[src/core/rfl_pkg.sv]
// Shared constants and types for the frame length control block
package rfl_pkg;
  // Register indices; the byte address is four times the index
  localparam logic [7:0] IDX_RX_LEN_HIGH     = 8'h3A;
  localparam logic [7:0] IDX_RX_LEN_LOW      = 8'h3B;
  localparam logic [7:0] IDX_TX_SETTINGS     = 8'h3C;
  localparam logic [7:0] IDX_TX_LEN_HIGH_MID = 8'h3D;
  localparam logic [7:0] IDX_TX_LEN_LOW_PART = 8'h3E;
  localparam logic [7:0] IDX_FIFO_PORT       = 8'h3F;
  // Local control and status registers, byte addresses
  localparam logic [9:0] ADDR_COMMAND        = 10'h000;
  localparam logic [9:0] ADDR_IRQ_STATUS     = 10'h004;
  localparam logic [9:0] ADDR_IRQ_MASK       = 10'h008;
  localparam logic [9:0] ADDR_FIFO_STATUS    = 10'h00C;

  localparam logic [7:0] RST_BYTE            = 8'h00;
  localparam logic [5:0] RST_IRQ             = 6'h00;

  // Fields of rx_length_control_high
  localparam int BIT_RX_SKIP_CRC   = 7;
  localparam int BIT_RAW_FIFO      = 6;
  localparam int BIT_REPEAT_IRQ    = 5;
  localparam int BIT_AUTO_ERRCODE  = 4;
  // Fields of transmit_settings
  localparam int BIT_TX_SHORT_CRC  = 3;
  localparam int BIT_FORCE_CAL     = 2;

  // Interrupt status bit positions
  localparam int IRQ_TX_DONE       = 0;
  localparam int IRQ_RX_DONE       = 1;
  localparam int IRQ_HEADER        = 2;
  localparam int IRQ_SECOND_BYTE   = 3;
  localparam int IRQ_LENGTH_ERROR  = 4;
  localparam int IRQ_FIFO_OVERFLOW = 5;
  localparam int IRQ_BITS          = 6;

  // Direct command codes
  localparam logic [7:0] CMD_TX_WITH_CRC    = 8'h90;
  localparam logic [7:0] CMD_TX_ALT         = 8'h91;
  localparam logic [7:0] CMD_QUERY          = 8'h98;
  localparam logic [7:0] CMD_SHORT_LAST     = 8'h9C;
  localparam logic [7:0] CMD_SHORT_LONG     = 8'h9F;

  // Receive lengths in bits
  localparam logic [11:0] LEN_SHORT_REPLY   = 12'h010;
  localparam logic [11:0] LEN_LONG_REPLY    = 12'h020;
  localparam logic [11:0] LEN_ERROR_CODE    = 12'h029;
  localparam logic [12:0] RX_CRC_BITS       = 13'h0010;

  localparam int FIFO_DEPTH = 24;
  localparam int BYTE_W     = 8;

  typedef struct packed {
    logic       query;
    logic       calibration;
    logic       short_crc;
    logic [1:0] session;
  } rfl_tx_hdr_t;
endpackage : rfl_pkg

[src/core/rfl_fifo.sv]
// Cyclic byte FIFO with registered read data
`timescale 1ns/1ns
module rfl_fifo #(
  parameter int WIDTH = 8,
  parameter int DEPTH = 24
) (
  input  wire logic                       hclk,
  input  wire logic                       hresetn,
  input  wire logic                       push,
  input  wire logic [WIDTH-1:0]           wr_data,
  input  wire logic                       pop,
  output logic      [WIDTH-1:0]           rd_data,
  output logic      [$clog2(DEPTH+1)-1:0] count,
  output logic                            empty,
  output logic                            full,
  output logic                            overflow
);
  localparam int PW = $clog2(DEPTH);
  localparam int CW = $clog2(DEPTH+1);
  localparam logic [PW-1:0] LAST = PW'(DEPTH - 1);
  localparam logic [CW-1:0] FULL_COUNT = CW'(DEPTH);

  initial begin
    if (DEPTH < 2 || WIDTH < 1) begin
      $error("rfl_fifo: unsupported DEPTH or WIDTH");
    end
  end

  logic [WIDTH-1:0] mem [DEPTH];
  logic [PW-1:0]    wr_ptr_reg;
  logic [PW-1:0]    rd_ptr_reg;
  logic             do_push;
  logic             do_pop;

  assign empty    = (count == '0);
  assign full     = (count == FULL_COUNT);
  // Pop and push together on a full FIFO still drops the push
  assign do_push  = push && !full;
  assign do_pop   = pop && !empty;
  assign overflow = push && full;

  always_ff @(posedge hclk) begin
    if (do_push) begin
      mem[wr_ptr_reg] <= wr_data;
    end
  end

  always_ff @(posedge hclk or negedge hresetn) begin
    if (!hresetn) begin
      wr_ptr_reg <= '0;
      rd_ptr_reg <= '0;
      count      <= '0;
      rd_data    <= '0;
    end else begin
      if (do_push) begin
        wr_ptr_reg <= (wr_ptr_reg == LAST) ? '0 : wr_ptr_reg + 1'b1;
      end
      if (do_pop) begin
        rd_ptr_reg <= (rd_ptr_reg == LAST) ? '0 : rd_ptr_reg + 1'b1;
        rd_data    <= mem[rd_ptr_reg];
      end else if (pop) begin
        rd_data    <= '0;
      end
      if (do_push && !do_pop) begin
        count <= count + 1'b1;
      end else if (do_pop && !do_push) begin
        count <= count - 1'b1;
      end
    end
  end
endmodule : rfl_fifo

[src/core/rfl_frame_ctrl.sv]
// Frame length control with AHB-Lite registers and two byte FIFOs
//
// Register access over AHB-Lite was chosen for this implementation.
`timescale 1ns/1ns
// What this block does
// - Skip-CRC bit makes reception expect and check no CRC field.
// - Raw mode stores every byte incl. CRC, second-byte irq replaces header.
// - Repeat bit adds irqs after bytes four and six; host may clear it.
// - Auto error-code on and header bit one: expected length becomes 41.
// - Short commands preset length: 16 bits for 98h-9Ch, 32 for 9Fh.
// - Short CRC bit zero selects CRC-16, one selects CRC-5.
// - Calibration sent with Query, also with 90h/91h when forced.
// - Query carries the two session bits from transmit settings.
// - Transmit length is a 12-bit byte count split over two registers.
// - Partial byte field gives bits sent from the final byte.
// - One port address reaches a 24-byte FIFO per direction.
// - Reception ending short of expected length flags a length error.
module rfl_frame_ctrl #(
  parameter int FIFO_DEPTH = rfl_pkg::FIFO_DEPTH
) (
  input  wire logic                hclk,
  input  wire logic                hresetn,
  input  wire logic                hsel,
  input  wire logic [31:0]         haddr,
  input  wire logic [1:0]          htrans,
  input  wire logic                hwrite,
  input  wire logic [2:0]          hsize,
  input  wire logic [31:0]         hwdata,
  input  wire logic                hready,
  output logic                     hreadyout,
  output logic      [31:0]         hrdata,
  output logic                     hresp,
  output logic                     irq,
  output logic                     tx_frame_start,
  output rfl_pkg::rfl_tx_hdr_t     tx_hdr,
  output logic                     tx_bit,
  output logic                     tx_bit_valid,
  input  wire logic                tx_bit_ready,
  output logic                     tx_busy,
  output logic                     rx_crc_check_en,
  input  wire logic                rx_start,
  input  wire logic                rx_bit_valid,
  input  wire logic                rx_bit,
  input  wire logic                rx_end
);
  localparam int CW = $clog2(FIFO_DEPTH+1);

  initial begin
    if (FIFO_DEPTH < 2 || FIFO_DEPTH > 31) begin
      $error("rfl_frame_ctrl: FIFO_DEPTH out of range");
    end
  end

  // Maps a byte address to a register index; low bits must be zero
  function automatic logic is_idx(input logic [31:0] a,
                                  input logic [7:0] idx);
    return (a[31:10] == '0) && (a[9:2] == idx) && (a[1:0] == 2'b00);
  endfunction : is_idx

  function automatic logic is_own(input logic [31:0] a,
                                  input logic [9:0] off);
    return (a[31:10] == '0) && (a[9:0] == off);
  endfunction : is_own

  logic [7:0]  rx_len_high_reg;
  logic [7:0]  rx_len_low_reg;
  logic [7:0]  tx_settings_reg;
  logic [7:0]  tx_len_high_reg;
  logic [7:0]  tx_len_low_reg;
  logic [rfl_pkg::IRQ_BITS-1:0] irq_status_reg;
  logic [rfl_pkg::IRQ_BITS-1:0] irq_mask_reg;
  logic [rfl_pkg::IRQ_BITS-1:0] irq_set;

  // Bus data phase state
  logic        wr_pend_reg;
  logic        rd_pend_reg;
  logic        rd_wait_reg;
  logic [31:0] addr_reg;
  logic        accept;
  logic        wr_now;
  logic [7:0]  wbyte;
  logic [7:0]  cmd_code;
  logic        cmd_write;

  assign accept    = hsel && htrans[1] && hready;
  assign hreadyout = !rd_pend_reg;
  assign hresp     = 1'b0;
  assign wr_now    = wr_pend_reg;
  assign wbyte     = hwdata[7:0];
  assign cmd_write = wr_now && is_own(addr_reg, rfl_pkg::ADDR_COMMAND);
  assign cmd_code  = wbyte;

  // Reads take one wait state so FIFO data is in a register first
  always_ff @(posedge hclk or negedge hresetn) begin
    if (!hresetn) begin
      wr_pend_reg <= 1'b0;
      rd_pend_reg <= 1'b0;
      rd_wait_reg <= 1'b0;
      addr_reg    <= '0;
    end else begin
      if (rd_pend_reg) begin
        rd_pend_reg <= 1'b0;
        rd_wait_reg <= 1'b0;
      end
      wr_pend_reg <= 1'b0;
      if (accept) begin
        addr_reg    <= haddr;
        wr_pend_reg <= hwrite;
        rd_pend_reg <= !hwrite;
        rd_wait_reg <= !hwrite;
      end
    end
  end

  // FIFO instances
  logic          txf_push;
  logic          txf_pop;
  logic [7:0]    txf_data;
  logic [CW-1:0] txf_count;
  logic          txf_empty;
  logic          txf_ovf;
  logic          rxf_push;
  logic          rxf_pop;
  logic [7:0]    rxf_wdata;
  logic [7:0]    rxf_data;
  logic [CW-1:0] rxf_count;
  logic          rxf_ovf;

  assign txf_push = wr_now && is_idx(addr_reg, rfl_pkg::IDX_FIFO_PORT);
  assign rxf_pop  = accept && !hwrite &&
                    is_idx(haddr, rfl_pkg::IDX_FIFO_PORT);

  rfl_fifo #(.WIDTH(rfl_pkg::BYTE_W), .DEPTH(FIFO_DEPTH)) u_tx_fifo (
    .hclk     (hclk),
    .hresetn  (hresetn),
    .push     (txf_push),
    .wr_data  (wbyte),
    .pop      (txf_pop),
    .rd_data  (txf_data),
    .count    (txf_count),
    .empty    (txf_empty),
    .full     (),
    .overflow (txf_ovf)
  );

  rfl_fifo #(.WIDTH(rfl_pkg::BYTE_W), .DEPTH(FIFO_DEPTH)) u_rx_fifo (
    .hclk     (hclk),
    .hresetn  (hresetn),
    .push     (rxf_push),
    .wr_data  (rxf_wdata),
    .pop      (rxf_pop),
    .rd_data  (rxf_data),
    .count    (rxf_count),
    .empty    (),
    .full     (),
    .overflow (rxf_ovf)
  );

  // Receive state
  logic        rx_active_reg;
  logic [12:0] rx_bits_reg;
  logic [7:0]  rx_shift_reg;
  logic [2:0]  rx_nbit_reg;
  logic [2:0]  rx_bytes_reg;
  logic [7:0]  rx_byte_full;
  logic [12:0] rx_bits_after;
  logic [12:0] rx_expected;
  logic [2:0]  rx_bytes_after;
  logic        rx_take;
  logic        rx_header_hit;
  logic        raw_mode;
  logic        skip_crc;

  assign skip_crc       = rx_len_high_reg[rfl_pkg::BIT_RX_SKIP_CRC];
  assign raw_mode       = rx_len_high_reg[rfl_pkg::BIT_RAW_FIFO];
  assign rx_take        = rx_active_reg && rx_bit_valid;
  assign rx_byte_full   = {rx_shift_reg[6:0], rx_bit};
  assign rx_bits_after  = rx_bits_reg + 13'h0001;
  assign rx_bytes_after = rx_bytes_reg + 3'h1;
  assign rx_header_hit  = rx_take && (rx_bits_reg == '0) && rx_bit;
  assign rxf_wdata      = rx_byte_full;
  assign rx_crc_check_en = !skip_crc;
  assign rx_expected = {1'b0, rx_len_high_reg[3:0], rx_len_low_reg} +
                       (skip_crc ? 13'h0000 : rfl_pkg::RX_CRC_BITS);

  // raw mode stores CRC bytes too
  assign rxf_push = rx_take && (rx_nbit_reg == 3'h7) &&
                    (raw_mode || skip_crc ||
                     rx_bits_after <= {1'b0, rx_len_high_reg[3:0],
                                       rx_len_low_reg});

  always_ff @(posedge hclk or negedge hresetn) begin
    if (!hresetn) begin
      rx_active_reg <= 1'b0;
      rx_bits_reg   <= '0;
      rx_shift_reg  <= '0;
      rx_nbit_reg   <= '0;
      rx_bytes_reg  <= '0;
    end else if (rx_start) begin
      rx_active_reg <= 1'b1;
      rx_bits_reg   <= '0;
      rx_nbit_reg   <= '0;
      rx_bytes_reg  <= '0;
    end else if (rx_end) begin
      rx_active_reg <= 1'b0;
    end else if (rx_take) begin
      rx_shift_reg <= rx_byte_full;
      rx_nbit_reg  <= rx_nbit_reg + 3'h1;
      if (rx_bits_reg != 13'h1FFF) begin
        rx_bits_reg <= rx_bits_after;
      end
      if (rx_nbit_reg == 3'h7 && rx_bytes_reg != 3'h7) begin
        rx_bytes_reg <= rx_bytes_after;
      end
    end
  end

  // Transmit engine
  typedef enum logic [1:0] {TX_IDLE, TX_FETCH, TX_LOAD, TX_SHIFT} rfl_tx_st_t;
  rfl_tx_st_t  tx_state_reg;
  logic [11:0] tx_bytes_left_reg;
  logic [2:0]  tx_part_left_reg;
  logic [7:0]  tx_shift_reg;
  logic [3:0]  tx_nbits_reg;
  logic        tx_start_cmd;
  logic        tx_is_query;
  logic        tx_done;

  assign tx_is_query  = cmd_write && (cmd_code == rfl_pkg::CMD_QUERY);
  assign tx_start_cmd = cmd_write && (tx_is_query ||
                        cmd_code == rfl_pkg::CMD_TX_WITH_CRC ||
                        cmd_code == rfl_pkg::CMD_TX_ALT) &&
                        (tx_state_reg == TX_IDLE);
  assign tx_busy      = (tx_state_reg != TX_IDLE);
  assign tx_bit_valid = (tx_state_reg == TX_SHIFT);
  assign tx_bit       = tx_shift_reg[7];
  assign txf_pop = (tx_state_reg == TX_FETCH) && !txf_empty &&
                   (tx_bytes_left_reg != '0 || tx_part_left_reg != '0);
  assign tx_done = (tx_state_reg == TX_FETCH) &&
                   tx_bytes_left_reg == '0 && tx_part_left_reg == '0;

  always_ff @(posedge hclk or negedge hresetn) begin
    if (!hresetn) begin
      tx_state_reg      <= TX_IDLE;
      tx_bytes_left_reg <= '0;
      tx_part_left_reg  <= '0;
      tx_shift_reg      <= '0;
      tx_nbits_reg      <= '0;
      tx_frame_start    <= 1'b0;
      tx_hdr            <= '0;
    end else begin
      tx_frame_start <= 1'b0;
      unique case (tx_state_reg)
        TX_IDLE: begin
          if (tx_start_cmd) begin
            tx_bytes_left_reg <= {tx_len_high_reg, tx_len_low_reg[7:4]};
            tx_part_left_reg  <= tx_len_low_reg[3:1];
            tx_frame_start    <= 1'b1;
            tx_hdr.query      <= tx_is_query;
            tx_hdr.calibration <= tx_is_query ||
                                  tx_settings_reg[rfl_pkg::BIT_FORCE_CAL];
            tx_hdr.short_crc  <= tx_settings_reg[rfl_pkg::BIT_TX_SHORT_CRC];
            tx_hdr.session    <= tx_settings_reg[1:0];
            tx_state_reg      <= TX_FETCH;
          end
        end
        TX_FETCH: begin
          if (tx_done) begin
            tx_state_reg <= TX_IDLE;
          end else if (txf_pop) begin
            tx_state_reg <= TX_LOAD;
          end
        end
        TX_LOAD: begin
          tx_shift_reg <= txf_data;
          if (tx_bytes_left_reg != '0) begin
            tx_nbits_reg      <= 4'h8;
            tx_bytes_left_reg <= tx_bytes_left_reg - 12'h001;
          end else begin
            tx_nbits_reg     <= {1'b0, tx_part_left_reg};
            tx_part_left_reg <= '0;
          end
          tx_state_reg <= TX_SHIFT;
        end
        TX_SHIFT: begin
          if (tx_bit_ready) begin
            tx_shift_reg <= {tx_shift_reg[6:0], 1'b0};
            tx_nbits_reg <= tx_nbits_reg - 4'h1;
            if (tx_nbits_reg == 4'h1) begin
              tx_state_reg <= TX_FETCH;
            end
          end
        end
      endcase
    end
  end

  // Register writes; hardware presets win over a host write
  logic       hw_len_load;
  logic [11:0] hw_len;

  always_comb begin
    hw_len_load = 1'b0;
    hw_len      = '0;
    if (rx_header_hit && rx_len_high_reg[rfl_pkg::BIT_AUTO_ERRCODE]) begin
      hw_len_load = 1'b1;
      hw_len      = rfl_pkg::LEN_ERROR_CODE;
    end else if (cmd_write && cmd_code >= rfl_pkg::CMD_QUERY &&
                 cmd_code <= rfl_pkg::CMD_SHORT_LAST) begin
      hw_len_load = 1'b1;
      hw_len      = rfl_pkg::LEN_SHORT_REPLY;
    end else if (cmd_write && cmd_code == rfl_pkg::CMD_SHORT_LONG) begin
      hw_len_load = 1'b1;
      hw_len      = rfl_pkg::LEN_LONG_REPLY;
    end
  end

  always_ff @(posedge hclk or negedge hresetn) begin
    if (!hresetn) begin
      rx_len_high_reg <= rfl_pkg::RST_BYTE;
      rx_len_low_reg  <= rfl_pkg::RST_BYTE;
    end else begin
      if (wr_now && is_idx(addr_reg, rfl_pkg::IDX_RX_LEN_HIGH)) begin
        rx_len_high_reg <= wbyte;
      end
      if (wr_now && is_idx(addr_reg, rfl_pkg::IDX_RX_LEN_LOW)) begin
        rx_len_low_reg <= wbyte;
      end
      if (hw_len_load) begin
        rx_len_high_reg[3:0] <= hw_len[11:8];
        rx_len_low_reg       <= hw_len[7:0];
      end
    end
  end

  // Reserved bits are kept at zero
  always_ff @(posedge hclk or negedge hresetn) begin
    if (!hresetn) begin
      tx_settings_reg <= rfl_pkg::RST_BYTE;
      tx_len_high_reg <= rfl_pkg::RST_BYTE;
      tx_len_low_reg  <= rfl_pkg::RST_BYTE;
      irq_mask_reg    <= rfl_pkg::RST_IRQ;
    end else if (wr_now) begin
      if (is_idx(addr_reg, rfl_pkg::IDX_TX_SETTINGS)) begin
        tx_settings_reg <= {4'h0, wbyte[3:0]};
      end
      if (is_idx(addr_reg, rfl_pkg::IDX_TX_LEN_HIGH_MID)) begin
        tx_len_high_reg <= wbyte;
      end
      if (is_idx(addr_reg, rfl_pkg::IDX_TX_LEN_LOW_PART)) begin
        tx_len_low_reg <= {wbyte[7:1], 1'b0};
      end
      if (is_own(addr_reg, rfl_pkg::ADDR_IRQ_MASK)) begin
        irq_mask_reg <= wbyte[rfl_pkg::IRQ_BITS-1:0];
      end
    end
  end

  // Interrupt events
  always_comb begin
    irq_set = '0;
    irq_set[rfl_pkg::IRQ_TX_DONE] = tx_done;
    irq_set[rfl_pkg::IRQ_RX_DONE] = rx_active_reg && rx_end && !rx_start;
    // header irq only outside raw mode
    irq_set[rfl_pkg::IRQ_HEADER]  = rx_header_hit && !raw_mode;
    irq_set[rfl_pkg::IRQ_SECOND_BYTE] = rx_take && raw_mode &&
      rx_nbit_reg == 3'h7 && (rx_bytes_after == 3'h2 ||
      (rx_len_high_reg[rfl_pkg::BIT_REPEAT_IRQ] &&
       (rx_bytes_after == 3'h4 || rx_bytes_after == 3'h6)));
    irq_set[rfl_pkg::IRQ_LENGTH_ERROR] = irq_set[rfl_pkg::IRQ_RX_DONE] &&
      (rx_bits_reg < rx_expected);
    irq_set[rfl_pkg::IRQ_FIFO_OVERFLOW] = txf_ovf || rxf_ovf;
  end

  // A set in the same cycle as a clear survives
  always_ff @(posedge hclk or negedge hresetn) begin
    if (!hresetn) begin
      irq_status_reg <= rfl_pkg::RST_IRQ;
    end else if (wr_now && is_own(addr_reg, rfl_pkg::ADDR_IRQ_STATUS)) begin
      irq_status_reg <= (irq_status_reg & ~wbyte[rfl_pkg::IRQ_BITS-1:0]) |
                        irq_set;
    end else begin
      irq_status_reg <= irq_status_reg | irq_set;
    end
  end

  always_ff @(posedge hclk or negedge hresetn) begin
    if (!hresetn) begin
      irq <= 1'b0;
    end else begin
      irq <= |(irq_status_reg & irq_mask_reg);
    end
  end

  // Read data is captured in the wait cycle
  logic [7:0] rd_byte;

  always_comb begin
    rd_byte = 8'h00;
    if (is_idx(addr_reg, rfl_pkg::IDX_RX_LEN_HIGH)) begin
      rd_byte = rx_len_high_reg;
    end else if (is_idx(addr_reg, rfl_pkg::IDX_RX_LEN_LOW)) begin
      rd_byte = rx_len_low_reg;
    end else if (is_idx(addr_reg, rfl_pkg::IDX_TX_SETTINGS)) begin
      rd_byte = tx_settings_reg;
    end else if (is_idx(addr_reg, rfl_pkg::IDX_TX_LEN_HIGH_MID)) begin
      rd_byte = tx_len_high_reg;
    end else if (is_idx(addr_reg, rfl_pkg::IDX_TX_LEN_LOW_PART)) begin
      rd_byte = tx_len_low_reg;
    end else if (is_idx(addr_reg, rfl_pkg::IDX_FIFO_PORT)) begin
      rd_byte = rxf_data;
    end else if (is_own(addr_reg, rfl_pkg::ADDR_IRQ_STATUS)) begin
      rd_byte = {2'b00, irq_status_reg};
    end else if (is_own(addr_reg, rfl_pkg::ADDR_IRQ_MASK)) begin
      rd_byte = {2'b00, irq_mask_reg};
    end else if (is_own(addr_reg, rfl_pkg::ADDR_FIFO_STATUS)) begin
      rd_byte = {tx_busy, rx_active_reg, 1'b0, 5'(rxf_count)};
    end
  end

  always_ff @(posedge hclk or negedge hresetn) begin
    if (!hresetn) begin
      hrdata <= '0;
    end else if (rd_wait_reg) begin
      hrdata <= {24'h000000, rd_byte};
    end
  end

  logic unused_ok;
  assign unused_ok = ^{hsize, hwdata[31:8], txf_count};
endmodule : rfl_frame_ctrl

[config.mk]
export PLATFORM = sky130hd
export DESIGN_NAME = rfl_frame_ctrl
export DESIGN_NICKNAME = d
export VERILOG_FILES = /design/src/core/rfl_pkg.sv /design/src/core/rfl_fifo.sv /design/src/core/rfl_frame_ctrl.sv
export SDC_FILE = /design/constraint.sdc
export NUM_CORES = 1
export LEC_CHECK = 0
export ABC_CLOCK_PERIOD_IN_PS = 4700
export BUFFER_PORTS_ARGS = -buffer_cell sky130_fd_sc_hd__buf_4
export CORE_UTILIZATION = 62
export CTS_CLUSTER_DIAMETER = 30
export DETAILED_ROUTE_END_ITERATION = 8
export PLACE_DENSITY = 0.8
export SYNTH_ARGS = -nofsm -noshare
export SYNTH_HDL_FRONTEND = slang
export SYNTH_SLANG_ARGS = --single-unit
[constraint.sdc]
create_clock -name hclk -period 4.7 [get_ports hclk]
set_clock_uncertainty 0.15 [all_clocks]
set_input_delay 0.47 -clock hclk [delete_from_list [all_inputs] [get_ports hclk]]
set_output_delay 0.47 -clock hclk [all_outputs]
set_load 0.03 [all_outputs]
==> impl_results.md, run 1 <==
- H-tree Lvls: 3
- Most common cell in the synthesized netlist: edfxtp_1
- Vias in the first global route: between 15000 and 20000
- Clk slew on worst S/H paths: around 0.050 ns
- Most frequent cells after synthesis: 384 x edfxtp_1, 199 x dfrtp_1, 155 x nand2_1
- Max Cap Violations: 0
- Slew @ Worst Pin: ~1.1 ns
- Final Cycle Share: between 90% and 100%
- Final setup violation count: 0
- Post-synth EDFFs: 384
- Hold crit path type: input port to flip-flop
- Register bit total from synthesis: between 500 and 600
- Initial Util: ~64%
- Wire length on met1: around 25 mm
- IO Count: ~120
- CTS Sinks: a little under 600
- Critical Path Fanout Max: 5
- Status: finished clean
- Psw: ~3700 uW
- Post-Synthesis Cells: 1770
- Required time of the critical path: between 5 and 6 ns
- Combinational share of power: under 10%
- CP Capture Type: flip-flop
- Die area: between 0.04 and 0.05 mm2
- Yosys warnings: 0
- DP Wirelength: approximately 38 mm
- WL per Instance: about 25 um
- Core footprint: about 0.041 mm2
- Asr flop ratio synth: between 30% and 40%
- GRT Util Overall: a little under a third
- Period minus WS final: about 4.4 ns
- CP startpoint kind: flip-flop
- Routability cong.: ~0.93
- Routed wire length: between 60 and 70 mm
- CTS buffer count: 100
- Setup CP Type: flip-flop to flip-flop
- RSZ-0062 raised after global routing: no
- Die Wd: 207.7 um
- Top_reg_cell synth: edfxtp_1
- Routed Antenna Nets: 0
- Pint: approximately 11000 uW
- Row cnt: between 70 and 80
- Leak: roughly 0.012 uW
- Die height: 207.7 um
- Sequential share of power: around 42%
- Port bufs: 70
- Netlist Area Pre-Place: about 0.026 mm2
- Sw frac: between 20 and 30%
- Yosys cell types: slightly above 80
- GR Overflow Total: 0
- Met2 WL: between 30 and 40 mm
- Met3 WL: slightly above 5 mm
- Post-synth top area share: between 40 and 50%
- Achievable clock frequency: 0.2271 GHz
- Longest Clk Path Bufs: 3
- First-pass GRT wire length: 98.70 mm
- Sequential fraction of the synthesis area: between 60% and 70%
- Clock power frac: between 50 and 60%
- Cell Pwr Density: around 480 mW/mm2
- Post-synth top area cell: edfxtp_1
- Synth area leaders: edfxtp_1 44%, dfrtp_1 19%, mux4_2 9.6%, mux2_2 3.9%, ha_1 2.9%
- Via/cell ratio: about 6.4
- Area grow syn2layout: 18.09%
- Fraction of layout cells with a size suffix above 1: roughly a quarter
- Residual DRC count: 0
- Setup total negative slack: 0 ns
- Worst vdd ir: 0.0004869 V
- Final Hold Viols: 0
- CTS tree: yes
- Slew margin rel.: between 20 and 30%
- Largest net degree at the start of global routing: between 100 and 150
- DR top layer: met4
- Mean area per synthesized cell: 14.82 um2
- Final #Nets: between 2000 and 2500
- Fillers: 2275
- Iter 0 DRT Violations: ~1800
- Hold Slack: between 0.03 and 0.04 ns
- Initial antenna violation count: 1
- Vias: between 15000 and 20000
- Worst path arrival time: ~4.8 ns
- Clock latency on the worst-skew pair: about 0.63 ns
- Max-slew violations: 0
- Root Driver: clkbuf_16
- Detailed-router iteration count before antenna repair: 6
-- final timing paths --
kind	cells past startpoint	start	slack (ns)	end
max	19	rx_bits_reg[1]	0.30	u_rx_fifo.count[4]
min	2	tx_bit_ready	0.03	tx_shift_reg[0]
max reg2reg	19	rx_bits_reg[1]	0.30	u_rx_fifo.count[4]
min reg2reg	2	tx_shift_reg[5]	0.34	tx_shift_reg[5]
max in group asynchronous	3	hresetn	2.94	u_tx_fifo.rd_ptr_reg[0]
min in group asynchronous	2	hresetn	0.36	rx_bits_reg[1]
-- placed cells by master (no fill, tap or decap), types with 28 or more instances in the layout --
cell / synthesis / routed
nand2_1: 155 / 155
nor2_1: 97 / 96
mux2i_1: 30 / 30
a21oi_1: 67 / 67
edfxtp_1: 384 / 384
dlygate4sd3_1: 0 / 34
buf_4: 28 / 90
mux4_2: 112 / 112
o21ai_0: 53 / 53
inv_1: 44 / 44
mux2_2: 90 / 90
dfrtp_1: 199 / 195
and3_1: 36 / 36
nand3_1: 28 / 28
clkbuf_16: 0 / 102
ha_1: 61 / 60
-- kinds of logic after synthesis --
family / after synthesis / share of synthesized area [%]
AO/OA/AOI/OAI: 232 / 5.659
XOR/XNOR: 44 / 1.469
adder cells (fa/ha/maj): 63 / 3.063
buffers and inverters: 152 / 2.758
flip-flops: 583 / 62.96
multiplexers: 234 / 14.74
other: 1 / 0.01430
AND/OR/NAND/NOR: 461 / 9.337
-- layout make-up --
class | instances | area (um2) | share of cell area (%)
diodes | 1 | 2.502 | 0.008080
clock buffers | 112 | 2610 | 8.428
clock inverters | 78 | 870.8 | 2.812
inverters | 45 | 168.9 | 0.5454
multi-input cells | 1059 | 9086 | 29.34
flip-flops and latches | 583 | 16520 | 53.33
well taps | 532 | 665.6 | 2.149
repair buffers | 126 | 1050 | 3.390
-- power groups by stage --
stage	logic, uW	registers [uW]	clock network, uW
5_1_grt	1250	6280	7680
2_1_floorplan	741	6220	0
6_report	1140	6240	7400
4_1_cts	1130	6240	7440
3_3_place_gp	1050	6290	0
3_5_place_dp	1090	6320	0
-- what timing repair did --
item,CTS,global route
endpoints found under the setup margin,0,1
endpoints found under the hold margin,136,0
hold buffers,34,0
resized for setup,0,1
buffers inserted,0,0
-- layer usage --
metal | vias up | global-route usage [%]
li1 | 7065 | -
met1 | 8319 | 40.06
met2 | 813 | 49.96
met3 | 133 | 6.626
met4 | 0 | 10.27
met5 | - | 0
-- worst max-delay path, stage by stage, from the launching register on --
cell	delay, ns
dfrtp_1	0.41
ha_1	0.25
nand3_2	0.18
nor3_1	0.29
and3_1	0.23
xor2_1	0.08
ha_1	0.33
nand4_1	0.10
or3_1	0.34
o2111ai_1	0.10
a31o_2	0.16
and2_1	0.22
ha_1	0.21
inv_1	0.11
fa_1	0.42
a21o_1	0.17
a21oi_1	0.18
xnor2_1	0.13
nor2_1	0.06
xor2_1	0.14
-- metrics by stage --
step | util, % | instance area (um2) | worst slack, ns | power (uW) | std cells
after floorplan | - | 26320 | 0.3996 | 6965 | 1794
after global placement | 65.73 | 27140 | 0.4081 | 7338 | 2311
after detailed placement | 65.73 | 27140 | 0.3445 | 7413 | 2311
after CTS | 74.98 | 30960 | 0.2714 | 14810 | 2535
after global routing | 75.00 | 30970 | 0.007956 | 15210 | 2536
final | 75.00 | 30970 | 0.2974 | 14780 | 2536
(Power assumes the default switching activity.)
==> inputs of run 2 (changes only) <==
--- a/config.mk
+++ b/config.mk
@@ -10,6 +10,7 @@
 export CORE_UTILIZATION = 62
 export CTS_CLUSTER_DIAMETER = 30
 export DETAILED_ROUTE_END_ITERATION = 8
+export MAX_ROUTING_LAYER = met4
 export PLACE_DENSITY = 0.8
 export SYNTH_ARGS = -nofsm -noshare
 export SYNTH_HDL_FRONTEND = slang
==> run 2 against run 1 <==
Register-to-register slack about the same. Maximum frequency grew 0.14%. First-iteration DRC count increased by 1.7%. Cell count grew 0.63%. Via count is 0.83% higher. Global-route usage grew 2.1 points. Combinational power barely moved. Die area stayed put. Sequential cell count stayed put. Core utilization is 0.73 points higher. Critical path depth shrank 2. Critical path type unchanged. Largest power group unchanged. Highest routed layer unchanged.
==> impl_results.md, run 2 (synthesis gave the netlist of run 1 again) <==
- Worst setup path startpoint: rx_bits_reg[0]
- Slowest stage cell, crit path: dfrtp_1
- Most common cell after layout, fill and taps aside: edfxtp_1
- Pint: approximately 11000 uW
- Area grow syn2layout: 19.25%
- Cell family with most CP delay: adder cells
- Slew @ Worst Pin: ~1.0 ns
- Die area: approximately 0.043 mm2
- DP Wirelength: roughly 38 mm
- Crit Reg-Reg Startpoint: rx_bits_reg[0]
- Design Area, Final: roughly 0.031 mm2
- Max Cap Violations: 0
- Longest Clk Path Bufs: 3
- Initial antenna violation count: 1
- RSZ-0062 raised after global routing: no
- Combinational share of power: 7.7%
- Root Driver: clkbuf_16
- Routed wire length: roughly 66 mm
- Final #Nets: roughly 2100
- Final setup violation count: 0
- CP Capture Point: u_rx_fifo.count[4]
- Max-slew violations: 0
- Clk slew on worst S/H paths: roughly 0.05 ns
- Sequential share of power: 40.9%
- Post-CTS setup buffers: 0
- Routed Antenna Nets: 0
- Required time of the critical path: approximately 5.1 ns
- Psw: 3867 uW
- Clock power frac: about half
- Vias in the first global route: about 17000
- Slew margin rel.: 30.14%
- Critical Path Fanout Max: 5
- CTS buffer count: between 100 and 150
- Vias: around 16000
- Worst path arrival time: approximately 4.8 ns
- Final Non-Filler Cells: ~2600
- Hold crit path type: input port to flip-flop
- Status: finished clean
- CP startpoint kind: flip-flop
- Leak: 0.01185 uW
- Final Cycle Share: slightly above 90%
- Period minus WS final: roughly 4.4 ns
- Flop-to-flop setup slack: roughly 0.30 ns
- Routability cong.: ~0.94
- H-tree Lvls: 3
- Commonest non-fill, non-tap cells in the layout: 384 x edfxtp_1, 195 x dfrtp_1, 155 x nand2_1, 112 x mux4_2, 110 x clkbuf_16
- Clock latency on the worst-skew pair: between 0.6 and 0.7 ns
- CTS tree: yes
- Row cnt: 74
- Port bufs: 70
- Critical path's largest stage delay: ~0.42 ns
- Number of cells on the critical path: 17
- Final Worst Setup Slack: between 0.3 and 0.4 ns
- IO Count: roughly 120
- Iter 0 DRT Violations: ~1800
- Residual DRC count: 0
- Sw frac: about a quarter
- Die height: between 200 and 250 um
- Final Core Density: between 70% and 80%
- Setup CP Type: flip-flop to flip-flop
- Initial Util: 63.51%
- Buf/Inv on CP: 1
- GR Overflow Total: 0
- DP Cell Count: 2312
- Die Wd: between 200 and 250 um
- Area after DPL: 0.02716 mm2
- Cell breakdown of the critical path: ha_1 > nand3_2 > nor3_1 > and3_1 > xor2_1 > ha_1 > a2111oi_0 > a31o_2 > and2_1 > ha_1 > inv_1 > fa_1 > a21o_1 > a21oi_1 > xnor2_1 > nor2_1 > xor2_1
- Core footprint: 0.04129 mm2
- CP Capture Type: flip-flop
- Fillers: roughly 2300
- GRT Util Overall: between 30% and 40%
- Dpl ws: 0.3508 ns
- Setup total negative slack: 0 ns
- Multi-input logic area: about 0.0091 mm2
- Cell Pwr Density: a little under 500 mW/mm2
- First-pass GRT wire length: between 100 and 150 mm
- Via/cell ratio: around 6.5
- Register Area: 0.01652 mm2
- Final Hold Viols: 0
- Fraction of layout cells with a size suffix above 1: between 20% and 30%
- Worst vdd ir: ~0.00050 V
- WL per Instance: approximately 26 um
- Achievable clock frequency: 0.2275 GHz
- CTS Sinks: ~580
- Most frequent CP cell: ha_1
- Detailed-router iteration count before antenna repair: 5
- R2R cell count: 17
- Reg-to-reg endpoint: u_rx_fifo.count[4]
- Largest net degree at the start of global routing: 108
==> run 2: cell types whose count changed in the layout (fill, tap and decap cells not counted) <==
cell and change:
clkinvlp_4 +4, clkinv_8 +2, inv_6 -8, buf_12 +1
clkinv_1 -6, clkinv_2 +8, dlygate4sd3_1 +1, clkbuf_16 +8
clkinv_4 +2, inv_8 +4
==> run 2: final cells by class <==
| cell class | count | area share, % |
|---|---|---|
| inverters | 45 | 0.5401 |
| well taps | 532 | 2.129 |
| diodes | 1 | 0.008002 |
| multi-input cells | 1059 | 29.05 |
| flip-flops and latches | 583 | 52.81 |
| clock buffers | 120 | 8.986 |
| repair buffers | 128 | 3.453 |
| clock inverters | 84 | 3.017 |
==> run 2: how the worst min path moves through the flow <==
| stage | start | end | slack, ns | cells after the start |
|---|---|---|---|---|
| finish | rx_start | rx_bits_reg[1] | 0.04 | 2 |
| global route | rx_start | rx_nbit_reg[2] | 0.03 | 2 |
| CTS | rx_start | rx_bits_reg[0] | 0.007 | 2 |
| detailed placement | tx_shift_reg[5] | tx_shift_reg[5] | 0.31 | 2 |
| global placement | u_tx_fifo.rd_data[5] | tx_shift_reg[5] | 0.32 | 2 |
| floorplan | hresetn | addr_reg[0] | 0.02 | 0 |
==> run 2: worst reg2reg max path, stage by stage, from the launching register on <==
cell,delay (ns)
dfrtp_1,0.42
ha_1,0.25
nand3_2,0.18
nor3_1,0.27
and3_1,0.23
xor2_1,0.17
ha_1,0.28
a2111oi_0,0.42
a31o_2,0.27
and2_1,0.20
ha_1,0.20
inv_1,0.11
fa_1,0.42
a21o_1,0.18
a21oi_1,0.18
xnor2_1,0.14
nor2_1,0.07
xor2_1,0.15
==> run 2: power by group through the flow <==
stage	sequential, uW	combinational [uW]	clock [uW]
after floorplan	6220	741	0
after global placement	6290	1050	0
after detailed placement	6330	1100	0
after CTS	6240	1160	7900
after global routing	6280	1270	8150
final	6250	1170	7850
==> run 2: repair_timing <==
action                                  CTS  global route
hold buffers                             35             0
endpoints found under the setup margin    0             1
hold endpoints to repair                132             0
gates resized for setup                   0             1
==> run 2: layer usage <==
metal  vias up  track usage, %  part of all wire [%]
met1      8369           40.87                    38
met3       159           6.793                   7.8
met2       835           52.18                    51
met5         -               -                     0
met4         0           11.09                   3.1
li1       7103               -                     -
==> run 2: per-stage QoR <==
stage	total power [uW]	hold WS (ns)
3_5_place_dp	7428	0.3130
4_1_cts	15290	0.006659
3_3_place_gp	7345	0.3185
5_1_grt	15710	0.02847
6_report	15270	0.03609
2_1_floorplan	6965	0.02441
